`src/rtl/pfds_pkg.sv`:
```
package pfds_pkg;

	localparam int PFDS_ADR_W = 8;
	localparam int PFDS_DAT_W = 32;

	localparam logic [7:0] PFDS_OFF_DLS0 = 8'h00;
	localparam logic [7:0] PFDS_OFF_DLS1 = 8'h04;
	localparam logic [7:0] PFDS_OFF_PORT_A_FUNCTION_SELECT_LOW = 8'h08;
	localparam logic [7:0] PFDS_OFF_PORT_A_FUNCTION_SELECT_HIGH = 8'h0C;
	localparam logic [7:0] PFDS_OFF_PORT_B_FUNCTION_SELECT_LOW = 8'h10;
	localparam logic [7:0] PFDS_OFF_PORT_B_FUNCTION_SELECT_HIGH = 8'h14;
	localparam logic [7:0] PFDS_OFF_PORT_C_FUNCTION_SELECT_LOW = 8'h18;
	localparam logic [7:0] PFDS_OFF_PORT_C_FUNCTION_SELECT_HIGH = 8'h1C;
	localparam logic [7:0] PFDS_OFF_PORT_D_FUNCTION_SELECT = 8'h20;
	localparam logic [7:0] PFDS_OFF_IFS = 8'h24;
	localparam logic [7:0] PFDS_OFF_PA_DIR = 8'h28;
	localparam logic [7:0] PFDS_OFF_PB_DIR = 8'h2C;
	localparam logic [7:0] PFDS_OFF_PC_DIR = 8'h30;
	localparam logic [7:0] PFDS_OFF_PD_DIR = 8'h34;
	localparam logic [7:0] PFDS_OFF_PA_PINS = 8'h38;

	localparam logic [7:0] PFDS_RST_SEL = 8'h00;
	localparam logic [7:0] PFDS_RST_DIR = 8'hFF;

	// Implemented-bit masks, larger and smaller variant
	localparam logic [7:0] PFDS_MSK_FULL = 8'hFF;
	localparam logic [7:0] PFDS_MSK_LOW6 = 8'h3F;
	localparam logic [7:0] PFDS_MSK_LOW2 = 8'h03;
	localparam logic [7:0] PFDS_MSK_NONE = 8'h00;
	localparam logic [7:0] PFDS_MSK_IFS_L = 8'h3F;
	localparam logic [7:0] PFDS_MSK_IFS_S = 8'h30;
	localparam logic [7:0] PFDS_MSK_PB_DIR = 8'h7F;
	localparam logic [7:0] PFDS_MSK_PC_DIR_L = 8'h7F;
	localparam logic [7:0] PFDS_MSK_PC_DIR_S = 8'h07;
	localparam logic [7:0] PFDS_MSK_PD_DIR_L = 8'h0F;

	// Field positions, drive-select registers
	localparam int PFDS_DLS0_PA_LO = 0;
	localparam int PFDS_DLS0_PA_HI = 2;
	localparam int PFDS_DLS0_PB_LO = 4;
	localparam int PFDS_DLS0_PB_HI = 6;
	localparam int PFDS_DLS1_PC_LO = 0;
	localparam int PFDS_DLS1_PC_HI = 2;
	localparam int PFDS_DLS1_PD = 4;

	// Field positions, port A low select register
	localparam int PFDS_PORT_A_FUNCTION_SELECT_LOW_PIN0 = 0;
	localparam int PFDS_PORT_A_FUNCTION_SELECT_LOW_PIN1 = 2;
	localparam int PFDS_PORT_A_FUNCTION_SELECT_LOW_PIN2 = 4;
	localparam int PFDS_PORT_A_FUNCTION_SELECT_LOW_PIN3 = 6;

	// Bit positions, input source select register
	localparam int PFDS_IFS_RX = 0;
	localparam int PFDS_IFS_CS = 1;
	localparam int PFDS_IFS_SCK = 2;
	localparam int PFDS_IFS_SDI = 3;
	localparam int PFDS_IFS_IRQ0 = 4;
	localparam int PFDS_IFS_IRQ1 = 5;

	// Drive level codes
	localparam logic [1:0] PFDS_LVL_MIN = 2'h0;
	localparam logic [1:0] PFDS_LVL_MAX = 2'h3;

	// Port A low select codes
	localparam logic [1:0] PFDS_FN_GPIO = 2'h0;
	localparam logic [1:0] PFDS_FN_ALT1 = 2'h1;
	localparam logic [1:0] PFDS_FN_ALT2 = 2'h2;
	localparam logic [1:0] PFDS_FN_LCD = 2'h3;

	typedef logic [7:0][1:0] pfds_level_t;

	typedef struct packed {
		logic [7:0] en;
		pfds_level_t level;
	} pfds_drive_t;

	typedef struct packed {
		logic [7:0] dls0;
		logic [7:0] dls1;
		logic [7:0] port_a_function_select_low;
		logic [7:0] port_a_function_select_high;
		logic [7:0] port_b_function_select_low;
		logic [7:0] port_b_function_select_high;
		logic [7:0] port_c_function_select_low;
		logic [7:0] port_c_function_select_high;
		logic [7:0] port_d_function_select;
		logic [7:0] input_source_select;
		logic [7:0] pa_dir;
		logic [7:0] pb_dir;
		logic [7:0] pc_dir;
		logic [7:0] pd_dir;
	} pfds_regs_t;

	typedef struct packed {
		logic sdo;
		logic cmp_out;
		logic standard_timer_output;
		logic sda_low;
	} pfds_periph_tx_t;

	typedef struct packed {
		logic irq1;
		logic irq0;
		logic serial_in;
	} pfds_periph_rx_t;

	typedef struct packed {
		logic [3:0] out;
		logic [3:0] oe;
		logic [3:0] push_pull;
		logic [3:0] lcd_sel;
	} pfds_pins_t;

endpackage : pfds_pkg

```
`src/rtl/pfds_top.sv`:
```
`timescale 1ns/1ps
module pfds_top
	import pfds_pkg::*;
#(
	parameter bit LARGE_VARIANT = 1'b1
)
(
	input wire logic i_clk,
	input wire logic i_reset_n,
	input wire logic i_wb_cyc,
	input wire logic i_wb_stb,
	input wire logic i_wb_we,
	input wire logic [PFDS_ADR_W-1:0] i_wb_adr,
	input wire logic [3:0] i_wb_sel,
	input wire logic [PFDS_DAT_W-1:0] i_wb_dat,
	output logic [PFDS_DAT_W-1:0] o_wb_dat,
	output logic o_wb_ack,
	input wire logic [7:0] i_pa_pin,
	input wire logic [7:0] i_pa_gpio_out,
	input wire pfds_periph_tx_t i_periph_tx,
	input wire pfds_periph_rx_t i_alt_rx,
	output logic [7:0] o_pa_out,
	output logic [7:0] o_pa_oe,
	output logic [3:0] o_pa_lcd_sel,
	output pfds_periph_rx_t o_periph_rx,
	output pfds_drive_t o_pa_drive,
	output pfds_drive_t o_pb_drive,
	output pfds_drive_t o_pc_drive,
	output pfds_drive_t o_pd_drive,
	output logic [7:0] o_pb_dir,
	output logic [7:0] o_pc_dir,
	output logic [7:0] o_pd_dir,
	output logic [7:0] o_port_a_function_select_high,
	output logic [7:0] o_port_b_function_select_low,
	output logic [7:0] o_port_b_function_select_high,
	output logic [7:0] o_port_c_function_select_low,
	output logic [7:0] o_port_c_function_select_high,
	output logic [7:0] o_port_d_function_select,
	output logic [7:0] o_ifs
);
	typedef enum {PFDS_WB_IDLE, PFDS_WB_ACK} pfds_wb_state_t;

	// Variant masks fixed at elaboration
	localparam logic [7:0] MSK_DLS1 = LARGE_VARIANT ? PFDS_MSK_LOW6 : PFDS_MSK_LOW2;
	localparam logic [7:0] MSK_PORT_C_FUNCTION_SELECT_LOW = LARGE_VARIANT ? PFDS_MSK_FULL : PFDS_MSK_LOW6;
	localparam logic [7:0] MSK_PORT_C_FUNCTION_SELECT_HIGH = LARGE_VARIANT ? PFDS_MSK_LOW6 : PFDS_MSK_NONE;
	localparam logic [7:0] MSK_PORT_D_FUNCTION_SELECT = LARGE_VARIANT ? PFDS_MSK_FULL : PFDS_MSK_NONE;
	localparam logic [7:0] MSK_IFS = LARGE_VARIANT ? PFDS_MSK_IFS_L : PFDS_MSK_IFS_S;
	localparam logic [7:0] MSK_PC_DIR = LARGE_VARIANT ? PFDS_MSK_PC_DIR_L : PFDS_MSK_PC_DIR_S;
	localparam logic [7:0] MSK_PD_DIR = LARGE_VARIANT ? PFDS_MSK_PD_DIR_L : PFDS_MSK_NONE;

	pfds_regs_t regs_q;
	pfds_regs_t regs_d;
	pfds_wb_state_t wb_state_q;
	pfds_wb_state_t wb_state_d;
	logic [7:0] rdata_q;
	logic [7:0] rdata_d;
	logic [7:0] pa_meta_q;
	logic [7:0] pa_sync_q;
	logic wb_req;
	logic wb_commit;
	logic [7:0] wr_byte;
	logic [7:0] rd_byte;
	pfds_pins_t pa_low;
	pfds_level_t pa_lvl;
	pfds_level_t pb_lvl;
	pfds_level_t pc_lvl;
	pfds_level_t pd_lvl;
	logic [7:0] pa_push_pull;

	assign wb_req = i_wb_cyc & i_wb_stb;
	// Write lands on the edge where the master sees ack
	assign wb_commit = wb_req & i_wb_we & (wb_state_q == PFDS_WB_ACK) & i_wb_sel[0];
	assign wr_byte = i_wb_dat[7:0];

	// Bus handshake: one wait cycle, ack for exactly one cycle
	always_comb
	begin
		wb_state_d = wb_state_q;
		case (wb_state_q)
			PFDS_WB_IDLE:
			begin
				if (wb_req)
				begin
					wb_state_d = PFDS_WB_ACK;
				end
			end
			PFDS_WB_ACK:
			begin
				wb_state_d = PFDS_WB_IDLE;
			end
			default:
			begin
				wb_state_d = PFDS_WB_IDLE;
			end
		endcase
	end

	// Read mux; unmapped offsets read zero
	always_comb
	begin
		rd_byte = 8'h00;
		case (i_wb_adr)
			PFDS_OFF_DLS0: rd_byte = regs_q.dls0;
			PFDS_OFF_DLS1: rd_byte = regs_q.dls1 & MSK_DLS1;
			PFDS_OFF_PORT_A_FUNCTION_SELECT_LOW: rd_byte = regs_q.port_a_function_select_low;
			PFDS_OFF_PORT_A_FUNCTION_SELECT_HIGH: rd_byte = regs_q.port_a_function_select_high;
			PFDS_OFF_PORT_B_FUNCTION_SELECT_LOW: rd_byte = regs_q.port_b_function_select_low;
			PFDS_OFF_PORT_B_FUNCTION_SELECT_HIGH: rd_byte = regs_q.port_b_function_select_high & PFDS_MSK_LOW6;
			PFDS_OFF_PORT_C_FUNCTION_SELECT_LOW: rd_byte = regs_q.port_c_function_select_low & MSK_PORT_C_FUNCTION_SELECT_LOW;
			PFDS_OFF_PORT_C_FUNCTION_SELECT_HIGH: rd_byte = regs_q.port_c_function_select_high & MSK_PORT_C_FUNCTION_SELECT_HIGH;
			PFDS_OFF_PORT_D_FUNCTION_SELECT: rd_byte = regs_q.port_d_function_select & MSK_PORT_D_FUNCTION_SELECT;
			PFDS_OFF_IFS: rd_byte = regs_q.input_source_select & MSK_IFS;
			PFDS_OFF_PA_DIR: rd_byte = regs_q.pa_dir;
			PFDS_OFF_PB_DIR: rd_byte = regs_q.pb_dir & PFDS_MSK_PB_DIR;
			PFDS_OFF_PC_DIR: rd_byte = regs_q.pc_dir & MSK_PC_DIR;
			PFDS_OFF_PD_DIR: rd_byte = regs_q.pd_dir & MSK_PD_DIR;
			PFDS_OFF_PA_PINS: rd_byte = pa_sync_q;
			default: rd_byte = 8'h00;
		endcase
		rdata_d = rdata_q;
		if (wb_req && (wb_state_q == PFDS_WB_IDLE))
		begin
			rdata_d = rd_byte;
		end
	end

	// Register writes, masked so unimplemented bits stay zero
	always_comb
	begin
		regs_d = regs_q;
		if (wb_commit)
		begin
			case (i_wb_adr)
				PFDS_OFF_DLS0: regs_d.dls0 = wr_byte;
				PFDS_OFF_DLS1: regs_d.dls1 = wr_byte & MSK_DLS1;
				PFDS_OFF_PORT_A_FUNCTION_SELECT_LOW: regs_d.port_a_function_select_low = wr_byte;
				PFDS_OFF_PORT_A_FUNCTION_SELECT_HIGH: regs_d.port_a_function_select_high = wr_byte;
				PFDS_OFF_PORT_B_FUNCTION_SELECT_LOW: regs_d.port_b_function_select_low = wr_byte;
				PFDS_OFF_PORT_B_FUNCTION_SELECT_HIGH: regs_d.port_b_function_select_high = wr_byte & PFDS_MSK_LOW6;
				PFDS_OFF_PORT_C_FUNCTION_SELECT_LOW: regs_d.port_c_function_select_low = wr_byte & MSK_PORT_C_FUNCTION_SELECT_LOW;
				PFDS_OFF_PORT_C_FUNCTION_SELECT_HIGH: regs_d.port_c_function_select_high = wr_byte & MSK_PORT_C_FUNCTION_SELECT_HIGH;
				PFDS_OFF_PORT_D_FUNCTION_SELECT: regs_d.port_d_function_select = wr_byte & MSK_PORT_D_FUNCTION_SELECT;
				PFDS_OFF_IFS: regs_d.input_source_select = wr_byte & MSK_IFS;
				PFDS_OFF_PA_DIR: regs_d.pa_dir = wr_byte;
				PFDS_OFF_PB_DIR: regs_d.pb_dir = wr_byte & PFDS_MSK_PB_DIR;
				PFDS_OFF_PC_DIR: regs_d.pc_dir = wr_byte & MSK_PC_DIR;
				PFDS_OFF_PD_DIR: regs_d.pd_dir = wr_byte & MSK_PD_DIR;
				default: regs_d = regs_q;
			endcase
		end
	end

	always_ff @(posedge i_clk or negedge i_reset_n)
	begin
		if (!i_reset_n)
		begin
			wb_state_q <= PFDS_WB_IDLE;
			rdata_q <= 8'h00;
			pa_meta_q <= 8'h00;
			pa_sync_q <= 8'h00;
			regs_q.dls0 <= PFDS_RST_SEL;
			regs_q.dls1 <= PFDS_RST_SEL;
			regs_q.port_a_function_select_low <= PFDS_RST_SEL;
			regs_q.port_a_function_select_high <= PFDS_RST_SEL;
			regs_q.port_b_function_select_low <= PFDS_RST_SEL;
			regs_q.port_b_function_select_high <= PFDS_RST_SEL;
			regs_q.port_c_function_select_low <= PFDS_RST_SEL;
			regs_q.port_c_function_select_high <= PFDS_RST_SEL;
			regs_q.port_d_function_select <= PFDS_RST_SEL;
			regs_q.input_source_select <= PFDS_RST_SEL;
			regs_q.pa_dir <= PFDS_RST_DIR;
			regs_q.pb_dir <= PFDS_RST_DIR & PFDS_MSK_PB_DIR;
			regs_q.pc_dir <= PFDS_RST_DIR & MSK_PC_DIR;
			regs_q.pd_dir <= PFDS_RST_DIR & MSK_PD_DIR;
		end
		else
		begin
			wb_state_q <= wb_state_d;
			rdata_q <= rdata_d;
			// Pins are asynchronous; two stages before any logic looks
			pa_meta_q <= i_pa_pin;
			pa_sync_q <= pa_meta_q;
			regs_q <= regs_d;
		end
	end

	assign o_wb_ack = (wb_state_q == PFDS_WB_ACK) & wb_req;
	assign o_wb_dat = {24'h000000, rdata_q};

	// Port A low pins are the only ones with a decoded function mux
	pfds_pa_mux u_pa_mux (
		.i_sel(regs_q.port_a_function_select_low),
		.i_ifs(regs_q.input_source_select),
		.i_dir(regs_q.pa_dir[3:0]),
		.i_gpio_out(i_pa_gpio_out[3:0]),
		.i_pin_in(pa_sync_q[3:0]),
		.i_tx(i_periph_tx),
		.i_alt_rx(i_alt_rx),
		.o_pins(pa_low),
		.o_rx(o_periph_rx)
	);

	assign o_pa_out = {i_pa_gpio_out[7:4], pa_low.out};
	assign o_pa_oe = {~regs_q.pa_dir[7:4], pa_low.oe};
	assign o_pa_lcd_sel = pa_low.lcd_sel;
	assign pa_push_pull = {~regs_q.pa_dir[7:4], pa_low.push_pull};

	// Drive level per pin from its group field
	genvar gi;
	generate
		for (gi = 0; gi < 8; gi++)
		begin : g_drive
			if (gi < 4)
			begin : g_low
				assign pa_lvl[gi] = regs_q.dls0[PFDS_DLS0_PA_LO +: 2];
				assign pb_lvl[gi] = regs_q.dls0[PFDS_DLS0_PB_LO +: 2];
				assign pd_lvl[gi] = regs_q.dls1[PFDS_DLS1_PD +: 2];
				if (LARGE_VARIANT || gi < 3)
				begin : g_pc
					assign pc_lvl[gi] = regs_q.dls1[PFDS_DLS1_PC_LO +: 2];
				end
				else
				begin : g_pc_none
					assign pc_lvl[gi] = PFDS_LVL_MIN;
				end
			end
			else
			begin : g_high
				assign pa_lvl[gi] = regs_q.dls0[PFDS_DLS0_PA_HI +: 2];
				assign pb_lvl[gi] = regs_q.dls0[PFDS_DLS0_PB_HI +: 2];
				assign pc_lvl[gi] = regs_q.dls1[PFDS_DLS1_PC_HI +: 2];
				assign pd_lvl[gi] = PFDS_LVL_MIN;
			end
			// Level is forced to minimum when the pin is not push-pull
			assign o_pa_drive.en[gi] = pa_push_pull[gi];
			assign o_pa_drive.level[gi] = pa_push_pull[gi] ? pa_lvl[gi] : PFDS_LVL_MIN;
			assign o_pb_drive.en[gi] = ~regs_q.pb_dir[gi] & PFDS_MSK_PB_DIR[gi];
			assign o_pb_drive.level[gi] = o_pb_drive.en[gi] ? pb_lvl[gi] : PFDS_LVL_MIN;
			assign o_pc_drive.en[gi] = ~regs_q.pc_dir[gi] & MSK_PC_DIR[gi];
			assign o_pc_drive.level[gi] = o_pc_drive.en[gi] ? pc_lvl[gi] : PFDS_LVL_MIN;
			assign o_pd_drive.en[gi] = ~regs_q.pd_dir[gi] & MSK_PD_DIR[gi];
			assign o_pd_drive.level[gi] = o_pd_drive.en[gi] ? pd_lvl[gi] : PFDS_LVL_MIN;
		end
	endgenerate

	// Remaining selects go to pin logic outside this block
	assign o_pb_dir = regs_q.pb_dir;
	assign o_pc_dir = regs_q.pc_dir;
	assign o_pd_dir = regs_q.pd_dir;
	assign o_port_a_function_select_high = regs_q.port_a_function_select_high;
	assign o_port_b_function_select_low = regs_q.port_b_function_select_low;
	assign o_port_b_function_select_high = regs_q.port_b_function_select_high;
	assign o_port_c_function_select_low = regs_q.port_c_function_select_low;
	assign o_port_c_function_select_high = regs_q.port_c_function_select_high;
	assign o_port_d_function_select = regs_q.port_d_function_select;
	assign o_ifs = regs_q.input_source_select;

endmodule : pfds_top

```
`src/rtl/pfds_pa_mux.sv`:
```
`timescale 1ns/1ps
module pfds_pa_mux
	import pfds_pkg::*;
(
	input wire logic [7:0] i_sel,
	input wire logic [7:0] i_ifs,
	input wire logic [3:0] i_dir,
	input wire logic [3:0] i_gpio_out,
	input wire logic [3:0] i_pin_in,
	input wire pfds_periph_tx_t i_tx,
	input wire pfds_periph_rx_t i_alt_rx,
	output pfds_pins_t o_pins,
	output pfds_periph_rx_t o_rx
);
	logic [1:0] fn0;
	logic [1:0] fn1;
	logic [1:0] fn2;
	logic [1:0] fn3;
	logic [3:0] gpio;

	assign fn0 = i_sel[PFDS_PORT_A_FUNCTION_SELECT_LOW_PIN0 +: 2];
	assign fn1 = i_sel[PFDS_PORT_A_FUNCTION_SELECT_LOW_PIN1 +: 2];
	assign fn2 = i_sel[PFDS_PORT_A_FUNCTION_SELECT_LOW_PIN2 +: 2];
	assign fn3 = i_sel[PFDS_PORT_A_FUNCTION_SELECT_LOW_PIN3 +: 2];

	always_comb
	begin
		gpio = {fn3 == PFDS_FN_GPIO, fn2 != PFDS_FN_LCD, fn1 <= PFDS_FN_ALT1, fn0 <= PFDS_FN_ALT1};
		o_pins.lcd_sel = {fn3 == PFDS_FN_LCD, fn2 == PFDS_FN_LCD, fn1 == PFDS_FN_LCD,
			fn0 == PFDS_FN_LCD};
		o_pins.out = i_gpio_out & gpio;
		o_pins.oe = ~i_dir & gpio;
		// Pin 0
		if (fn0 == PFDS_FN_ALT2)
		begin
			o_pins.out[0] = i_tx.standard_timer_output;
			o_pins.oe[0] = 1'b1;
		end
		// Pin 1
		if (fn1 == PFDS_FN_ALT2)
		begin
			o_pins.out[1] = i_tx.sdo;
			o_pins.oe[1] = 1'b1;
		end
		// Pin 3: serial data is open drain, so it never counts as push-pull
		if (fn3 == PFDS_FN_ALT1)
		begin
			o_pins.out[3] = 1'b0;
			o_pins.oe[3] = i_tx.sda_low;
		end
		else if (fn3 == PFDS_FN_ALT2)
		begin
			o_pins.out[3] = i_tx.cmp_out;
			o_pins.oe[3] = 1'b1;
		end
		o_pins.push_pull = (~i_dir & gpio) | {fn3 == PFDS_FN_ALT2, 1'b0, fn1 == PFDS_FN_ALT2,
			fn0 == PFDS_FN_ALT2};
		// Interrupt inputs share the GPIO codes and read the pin only as input
		o_rx.irq1 = i_ifs[PFDS_IFS_IRQ1] ? i_alt_rx.irq1 : (gpio[2] & i_dir[2] & i_pin_in[2]);
		o_rx.irq0 = i_ifs[PFDS_IFS_IRQ0] ? i_alt_rx.irq0 : (gpio[1] & i_dir[1] & i_pin_in[1]);
		o_rx.serial_in = i_ifs[PFDS_IFS_SDI] ? i_alt_rx.serial_in :
			((fn3 == PFDS_FN_ALT1) & i_pin_in[3]);
	end

endmodule : pfds_pa_mux

```
`config.mk`:
```
export PLATFORM = sky130hd
export DESIGN_NAME = pfds_top
export DESIGN_NICKNAME = d
export VERILOG_FILES = /design/src/rtl/pfds_pkg.sv /design/src/rtl/pfds_top.sv /design/src/rtl/pfds_pa_mux.sv
export SDC_FILE = /design/constraint.sdc
export NUM_CORES = 1
export LEC_CHECK = 0
export BUFFER_PORTS_ARGS = -buffer_cell sky130_fd_sc_hd__buf_2
export CAP_MARGIN = 20
export CORE_MARGIN = 2
export CORE_UTILIZATION = 44
export CTS_BUF_LIST = sky130_fd_sc_hd__clkbuf_8 sky130_fd_sc_hd__clkbuf_16
export CTS_CLUSTER_SIZE = 16
export DETAILED_ROUTE_END_ITERATION = 10
export GPL_TIMING_DRIVEN = 0
export PLACE_DENSITY = 0.74
export SLEW_MARGIN = 5
export SYNTH_ARGS = -nofsm -noshare
export SYNTH_HDL_FRONTEND = slang
export SYNTH_SLANG_ARGS = --single-unit
```
`constraint.sdc`:
```
create_clock -name i_clk -period 1.55 [get_ports i_clk]
set_input_delay 0.465 -clock i_clk [delete_from_list [all_inputs] [get_ports i_clk]]
set_output_delay 0.465 -clock i_clk [all_outputs]
set_load 0.03 [all_outputs]
```
==> results of run 1 <==
-- power groups by stage --
| stage | clock (W) | combinational [W] | sequential (W) |
|---|---|---|---|
| 3_5_place_dp | 0 | 0.000747 | 0.00331 |
| 3_3_place_gp | 0 | 0.000732 | 0.00331 |
| 4_1_cts | 0.00412 | 0.000799 | 0.00326 |
| 2_1_floorplan | 0 | 0.000511 | 0.00331 |
| 5_1_grt | 0.00429 | 0.000907 | 0.00326 |
| 6_report | 0.00416 | 0.000873 | 0.00326 |
-- per-layer routing --
layer,part of all wire [%],up-vias
met2,48,572
met1,37,3333
met3,10,130
li1,-,2832
met5,0,-
met4,5.0,0
-- synthesized netlist by cell type (all sizes together) (3+ instances only) --
cell type,instances
nor2b,48
a21oi,6
mux4,6
dfstp,26
o21ai,15
inv,29
nor2,24
nand3,9
a32oi,3
and3,4
mux2,107
clkbuf,6
nor3,7
nand3b,3
mux2i,19
buf,145
nand2,28
dfrtp,97
and2,14
nand4,4
a22oi,6
a22o,9
-- metrics by stage --
stage                     cell area (um2)  total power (W)  utilization [%]  worst slack, ns  cells
after detailed placement             9120          0.00406             57.0           -0.725   1128
after global routing                12400          0.00845             77.5           -0.442   1279
final                               12400          0.00829             77.5           -0.423   1279
after CTS                           12000          0.00817             75.1           -0.397   1265
after floorplan                      7730          0.00382                -           -0.285    694
after global placement               9080          0.00404             56.8            -1.51   1127
-- cells by family after synthesis --
kind of cell	count (synthesis)	share of synthesized area, %
compound gates	57	5.70
buf+inv	180	16.6
flops	123	42.9
mux	132	21.1
other cells	1	0.0517
simple gates	148	13.6
-- what timing repair did --
action                     CTS  global route
resized for setup          468            69
hold buffers                 0             0
pin swaps                   31            26
setup endpoints to repair  272           257
buffers inserted           112            32
-- path summary, 6_finish.rpt --
| check | startpoint | to | slack, ns | cells after the start |
|---|---|---|---|---|
| max in group asynchronous | i_reset_n | o_pb_dir[4] | 0.76 | 2 |
| max | regs_q[93] | o_pa_drive[5] | -0.42 | 5 |
| max reg2reg | regs_q[92] | rdata_q[4] | -0.28 | 5 |
| min | i_reset_n | o_port_b_function_select_high[0] | 0.02 | 1 |
| min in group i_clk | i_pa_pin[3] | pa_meta_q[3] | 0.15 | 1 |
| min reg2reg | pa_meta_q[7] | pa_sync_q[7] | 0.34 | 0 |
-- cell type report --
class	instances	area (um2)
fill	875	3610
multi-input combinational	391	3850
clock buffer	18	439
buffer	129	1100
sequential	123	3130
timing repair buffer	359	3320
tap	216	270
inverter	29	114
clock inverter	14	173
-- registers in the layout, summed over array words and instances (netlist names) --
signal and count:
pa_sync_q 8, wb_state_q 1, o_pc_dir 7, pa_lvl 4
o_port_b_function_select_high 6, o_port_a_function_select_high 8, pc_lvl 4, regs_q 16
o_pb_dir 7, o_port_c_function_select_low 8, o_ifs 6, o_pd_dir 4
o_port_d_function_select 8, rdata_q 8, pa_meta_q 8, o_port_c_function_select_high 6
o_port_b_function_select_low 8, pb_lvl 4, pd_lvl 2
-- critical path, delay by kind of cell, from the launching register on --
kind,cells,cell delay (ns)
buf+inv,2,0.18
flops,1,0.43
simple gates,3,0.48
==> results summary, run 1 <==
The run finished, with violations left. The final reports fail on negative setup slack. Power spread over the standard cell area amounts to 669 mW/mm2. The number of global-route vias before repair came out at 6,971. The number of buffers on the longest clock path is 2. The hold violation total from the final report came out at 0. The reported max-cap violation count is 0. The detailed-route DRC error count came out at 0. The setup violation total in the final timing report is ~230.

The tightest min-delay check is of the primary input to async pin type. The total die area came out at between 0.015 and 0.02 mm2. Once the floorplan was initialized, standard cells occupied roughly 45% of the core. TritonCTS built the clock tree.

The proportion of synthesized chip area in sequential cells is 42.9%. The delay of the slowest cell on the worst path is between 0.4 and 0.5 ns. The mean routed wirelength per cell is ~23 um.

The share of total power dissipated in combinational logic is a little over a tenth. The leakage power of the design is 6.18 nW. The largest driver fanout on the critical path came out at 4. The number of rows in the core area came out at between 40 and 50. In this run, the number of DRC markers left after iteration 0 of detailed routing was 625. Static timing analysis puts the maximum clock frequency at 507 MHz.

The post-route worst setup slack is -0.423 ns. The biggest area contributor in the post-synthesis netlist is sky130_fd_sc_hd__dfrtp_1. The top-area cell type share of the netlist area is 33.5%.

The chip width came out at ~130 um. Relative to the synthesized area, the layout overhead comes to 71.0%. The clock reaches the later pin of the worst-skew pair after ~0.43 ns. In this run the power spent charging and discharging nets is 0.00218 W.

Entering global routing, the biggest net connects 65 pins. The final-layout worst hold slack is 0.0157 ns. The required time of the critical path came out at between 1 and 1.5 ns. The clock transition at the registers of the reported paths came out at 0.06 ns.

The clock root buffer master is sky130_fd_sc_hd__clkbuf_16. The number of nets with antenna violations after routing came out at 0. Leaving out fill and tap cells, the most frequent cells in the layout are 213 x sky130_fd_sc_hd__buf_4, 204 x sky130_fd_sc_hd__buf_6, 99 x sky130_fd_sc_hd__mux2_4, 85 x sky130_fd_sc_hd__dfrtp_1, 54 x sky130_fd_sc_hd__conb_1. The number of vias per cell is 5.37. After global routing the overflow that remains totals 0. The final total negative setup slack is -37.52 ns.

The number of nets in the finished design is 1,122. The total iterations of the first detailed-routing run came out at 8. The internal power summed over all cells came out at 0.00611 W. Setup repair after global routing could not meet its margin everywhere. The number of antenna violations at the first check in global routing is 0.

The total length of routed wires is 29,300 um. The pin slew with the least headroom to its limit came out at 0.830 ns. The flip-flop and latch count after synthesis is 123.

The core area is about 0.016 mm2. The worst path arrival time came out at 1.51 ns. The total global routing track utilization came out at between 30% and 40%. By area the synthesized netlist is led by sky130_fd_sc_hd__dfrtp_1 33%, sky130_fd_sc_hd__buf_4 14%, sky130_fd_sc_hd__mux2_2 11%, sky130_fd_sc_hd__dfstp_2 9.4%, sky130_fd_sc_hd__mux2_1 5.9%.

Global routing consumed, on the met2 layer, 49.4% of the routing resources. Measured along the y axis, the die boundary spans about 130 um. Each instance of the synthesized netlist takes up on average ~11 um2.

Leaving out fill and tap cells, the most frequent cell in the layout is sky130_fd_sc_hd__buf_4. The met3 track demand over resource in global routing came out at under 10%. The number of clock buffers inserted by TritonCTS came out at 17. The critical-path cell with the highest stage delay is sky130_fd_sc_hd__dfrtp_1. The final count of pins violating max slew came to 0.

The via count is 6,867. The distinct cell type count after synthesis is 55. The half-perimeter wire length of the detailed placement result came out at 16,200 um. The tightest slew margin relative to the limit is 44.7%.

The total number of H-tree levels is 4. Counting flops with a built-in enable in the synthesized netlist gives 0. Synthesis handed over a netlist of between 600 and 700 instances. The global routing stage identified its most utilized layer as met2. The wire length of the first global-routing pass is 40,800 um. The count of synthesis-stage warnings from yosys came out at 0. In the synthesized netlist the async set-or-reset flop fraction comes to 100%. For this run, the leading register cell type out of synthesis is sky130_fd_sc_hd__dfrtp_1. The fraction of the cycle the final worst path needs is 127%. The class of the most critical setup path is flip-flop to output pin.

Traced cell by cell, the critical path runs through nand2_4 > inv_4 > nor2_4 > and2_4 > buf_6. STA classifies the critical path endpoint as an output pin. The final clock skew came out at 0.0137 ns. For met1 alone, demand over resource in global routing was between 30% and 40%. The power share of the sequential group came out at 39.3%. The cell area after synthesis is 0.00725 mm2. The switching part of the total is 26.3%.

IR analysis of the VDD net gives a maximum drop of 650 uV. The number of input and output port buffers inserted is about 220. The global placer's final weighted congestion came out at 0.872. The number of top-level pins came out at about 300. The shortest clock period the worst path allows after layout is roughly 2 ns. The final antenna diode count is 0. Of the cells placed in the final design, the portion with a size suffix greater than 1 is 73.3%.

The share of power burned in the clock network came out at 50.1%. The number of clock sinks came out at 123. STA classifies the critical path startpoint as a flip-flop.
No activity file was read; power rests on OpenSTA's default activity.
==> run 2: changes to the inputs <==
==> constraint.sdc (replaced) <==
create_clock -name i_clk -period 1.55 [get_ports i_clk]
set_input_delay 0.2325 -clock i_clk [delete_from_list [all_inputs] [get_ports i_clk]]
set_output_delay 0.2325 -clock i_clk [all_outputs]
set_load 0.03 [all_outputs]
==> run 2 against run 1 <==
Critical endpoint is now o_ifs[2]. Setup slack better by 0.21 ns. The run still ends with negative setup slack left. Combinational power down 8.7%. Register-to-register slack gained 0.07 ns. Critical path type is now flip-flop to flip-flop. Fmax increased by 12%. Utilization is 10 points lower. Global-route usage decreased by 4.2 points. Count of clock-buffer cells in the layout rose by 3. Worst hold slack improved by 0.084 ns.
==> results summary, run 2 (synthesis results as in run 1) <==
The flow ran to the end, but the final reports show violations. The final reports fail on negative setup slack. The worst hold path terminates at regs_q[91]. Net switching is between 20% and 30% of the power. In the routed design, unresolved DRC markers number 0. The number of flip-flops in the largest register came out at 16.

The power per standard cell area is 751 mW/mm2. STA puts the critical path data arrival time at 2.06 ns. The number of antenna violations at the first check in global routing is 0.

The number of cells traversed by the worst hold path is 2. The number of global-route vias before repair came to between 5,000 and 6,000. The delay of the slowest cell on the worst path is roughly 0.34 ns.

The height of the die is between 100 and 150 um. The wire length of the first global-routing pass came out at 34,900 um. The library cells used most frequently in the layout, excluding fill and tap cells, are 179 x sky130_fd_sc_hd__buf_2, 176 x sky130_fd_sc_hd__buf_4, 90 x sky130_fd_sc_hd__dfrtp_1, 61 x sky130_fd_sc_hd__mux2_4, 54 x sky130_fd_sc_hd__conb_1. The post-layout instance area came out at 0.0108 mm2. The power share of the sequential group is 40.3%. Leaving out fill and tap cells, the most frequent cell in the layout is sky130_fd_sc_hd__buf_2. The clock network latency to the later pin of the worst-skew pair is 0.42 ns. The number of input and output port buffers inserted came out at 217. The mean routed wirelength per cell came out at 19.0 um. Global routing used about a quarter of the available tracks across all layers.

The type of the tightest min-delay check is primary input to flip-flop. In this run the critical register-to-register path is captured at o_ifs[2]. The tree is rooted in a sky130_fd_sc_hd__clkbuf_16. The nature of the critical path startpoint is a flip-flop. The clock transition at the registers of the reported paths is 0.06 ns.

The hold violation total from the final report came out at 0. The die is 132 um wide. The number of rows in the core area came out at 46. For this design the static power due to leakage is 5.65 nW. The number of vias per cell came out at 4.91. The logic depth of the worst register-to-register path came out at 6. The power spent charging and discharging nets came out at 0.00191 W. The worst setup path is captured at a flip-flop. The total iterations of the first detailed-routing run came out at 5. The final layout contains 1,067 nets. The critical path is of the flip-flop to flip-flop type. The half-perimeter wire length of the detailed placement result is 16,000 um. The timing-limited maximum frequency is roughly 570 MHz. TritonCTS built the clock tree. The final count of pins violating max slew is 0. The total number of H-tree levels came out at 4. Combinational logic burns 9.9% of the power. The number of clock buffers inserted by TritonCTS came out at 17. The shortest clock period the worst path allows after layout is 1.76 ns. The post-route worst setup slack came out at -0.213 ns. The share of power burned in the clock network came out at 49.8%. The buffers plus inverters on the worst setup path came out at 1. The setup violation total in the final timing report is 120.

The internal power summed over all cells is 0.00618 W. The violation count after the first detailed-route iteration came out at between 400 and 500. The signal on the critical path passes through and3_4 > and3_4 > nand4b_4 > nor2_4 > buf_12 > mux2_4. The number of nets with antenna violations after routing is 0.

The clock drives 123 sinks. The startpoint identified for the worst register-to-register timing path is wb_state_q[0]. The worst ir drop on vdd came out at 706 uV. The largest net degree at the start of global routing is 97.

Counting flops per register, the top entry is regs_q. The fraction of the cycle the final worst path needs came out at 114%. The repair_antennas step left the layout with diodes totalling 0. Compared with the post-synthesis result, the final layout area differs by 48.7%. The floorplan step defined a die boundary enclosing 0.0175 mm2. Across the run, the number of max-cap violations was 0.

The global placer's final weighted congestion came out at slightly above 0.9. The post-route netlist has ~64% of its cells at a drive strength greater than 1. The worst hold path begins at i_wb_dat[3].

In this run the deepest clock path goes through 2 buffers. The slowest stage of the critical path belongs to the cell sky130_fd_sc_hd__dfrtp_1. The post-placement cell area came out at 0.00900 mm2. The pin slew with the least headroom to its limit is ~0.75 ns. The number of top-level pins came out at 304. The core area came out at 0.0160 mm2. The largest driver fanout on the critical path came out at 6. The final clock skew came out at 0.00917 ns. Setup repair after global routing could not meet its margin everywhere.

Once the floorplan was initialized, standard cells occupied 45.3% of the core. Grouping stages by cell kind, the critical path spends the most delay in simple AND/OR/NAND/NOR gates. The most numerous cell type found on the critical path is sky130_fd_sc_hd__and3_4. The via count is between 6,000 and 7,000.

In this run the register-to-register setup slack is -0.21 ns. In this run the tightest slew margin relative to its limit is 49.9%. Wires add up to 23,200 um. The total overflow reported by the global router is 0. Hold timing on the final database bottoms out at a slack of roughly 0.1 ns.

The required time of the critical path is 1.85 ns.
[run 2: cell types whose count changed in the layout (fill, tap and decap cells not counted), moves of 5 or more]
cell	change
sky130_fd_sc_hd__dlygate4sd3_1	+9
sky130_fd_sc_hd__mux2_2	+26
sky130_fd_sc_hd__nor2b_1	+8
sky130_fd_sc_hd__dfrtp_2	-5
sky130_fd_sc_hd__inv_2	-19
sky130_fd_sc_hd__inv_1	+23
sky130_fd_sc_hd__mux2_4	-38
sky130_fd_sc_hd__dfrtp_1	+5
sky130_fd_sc_hd__buf_6	-154
sky130_fd_sc_hd__nor2b_2	-6
sky130_fd_sc_hd__buf_4	-37
sky130_fd_sc_hd__mux2_1	+12
sky130_fd_sc_hd__buf_2	+127
[run 2: area by class of cell]
cell class,count,area [um2]
Tap cell,216,270
Inverter,29,114
Sequential cell,123,3120
Clock inverter,11,128
Clock buffer,21,480
Multi-Input combinational cell,391,3560
Buffer,149,1090
Timing Repair Buffer,284,2020
Fill cell,1224,5220
[run 2: stage by stage]
stage	setup slack [ns]	cells	total power (W)	setup TNS [ns]	util [%]
finish	-0.213	1224	0.00809	-14.55	67.4
global route	-0.245	1224	0.00834	-19.00	67.4
global placement	-1.30	1127	0.00404	-185.77	56.0
detailed placement	-0.641	1128	0.00405	-44.35	56.3
CTS	-0.184	1215	0.00811	-14.86	65.9
floorplan	-0.132	694	0.00380	-6.71	-
[run 2: per-layer routing]
metal	share of wire (%)	track usage, %
met1	40	33.6
met2	50	43.7
met3	7.6	5.73
met4	2.1	8.36
met5	0	0
[run 2: power groups by stage]
| stage | clock network (W) | registers (W) | logic [W] |
|---|---|---|---|
| 2_1_floorplan | 0 | 0.00331 | 0.000496 |
| 3_3_place_gp | 0 | 0.00331 | 0.000724 |
| 3_5_place_dp | 0 | 0.00331 | 0.000737 |
| 4_1_cts | 0.00408 | 0.00326 | 0.000777 |
| 5_1_grt | 0.00423 | 0.00326 | 0.000844 |
| 6_report | 0.00403 | 0.00326 | 0.000797 |
[run 2: what timing repair did]
item                                    4_1_cts  5_1_grt
hold buffers                                  9        0
endpoints found under the hold margin        35        0
pin swaps                                    22       19
resized for setup                           128       64
endpoints found under the setup margin      144      156
buffers inserted                             46       12
[run 2: how the worst max path moves through the flow]
stage | depth (start not counted) | startpoint | endpoint | slack [ns]
2_1_floorplan | 5 | wb_state_q[0] | o_port_d_function_select[0] | -0.13
3_3_place_gp | 1 | i_reset_n | o_port_b_function_select_high[0] | -1.30
3_5_place_dp | 6 | i_wb_adr[3] | o_port_c_function_select_low[3] | -0.64
4_1_cts | 6 | wb_state_q[0] | o_port_d_function_select[6] | -0.18
5_1_grt | 6 | wb_state_q[0] | o_port_d_function_select[6] | -0.24
6_report | 6 | wb_state_q[0] | o_ifs[2] | -0.21
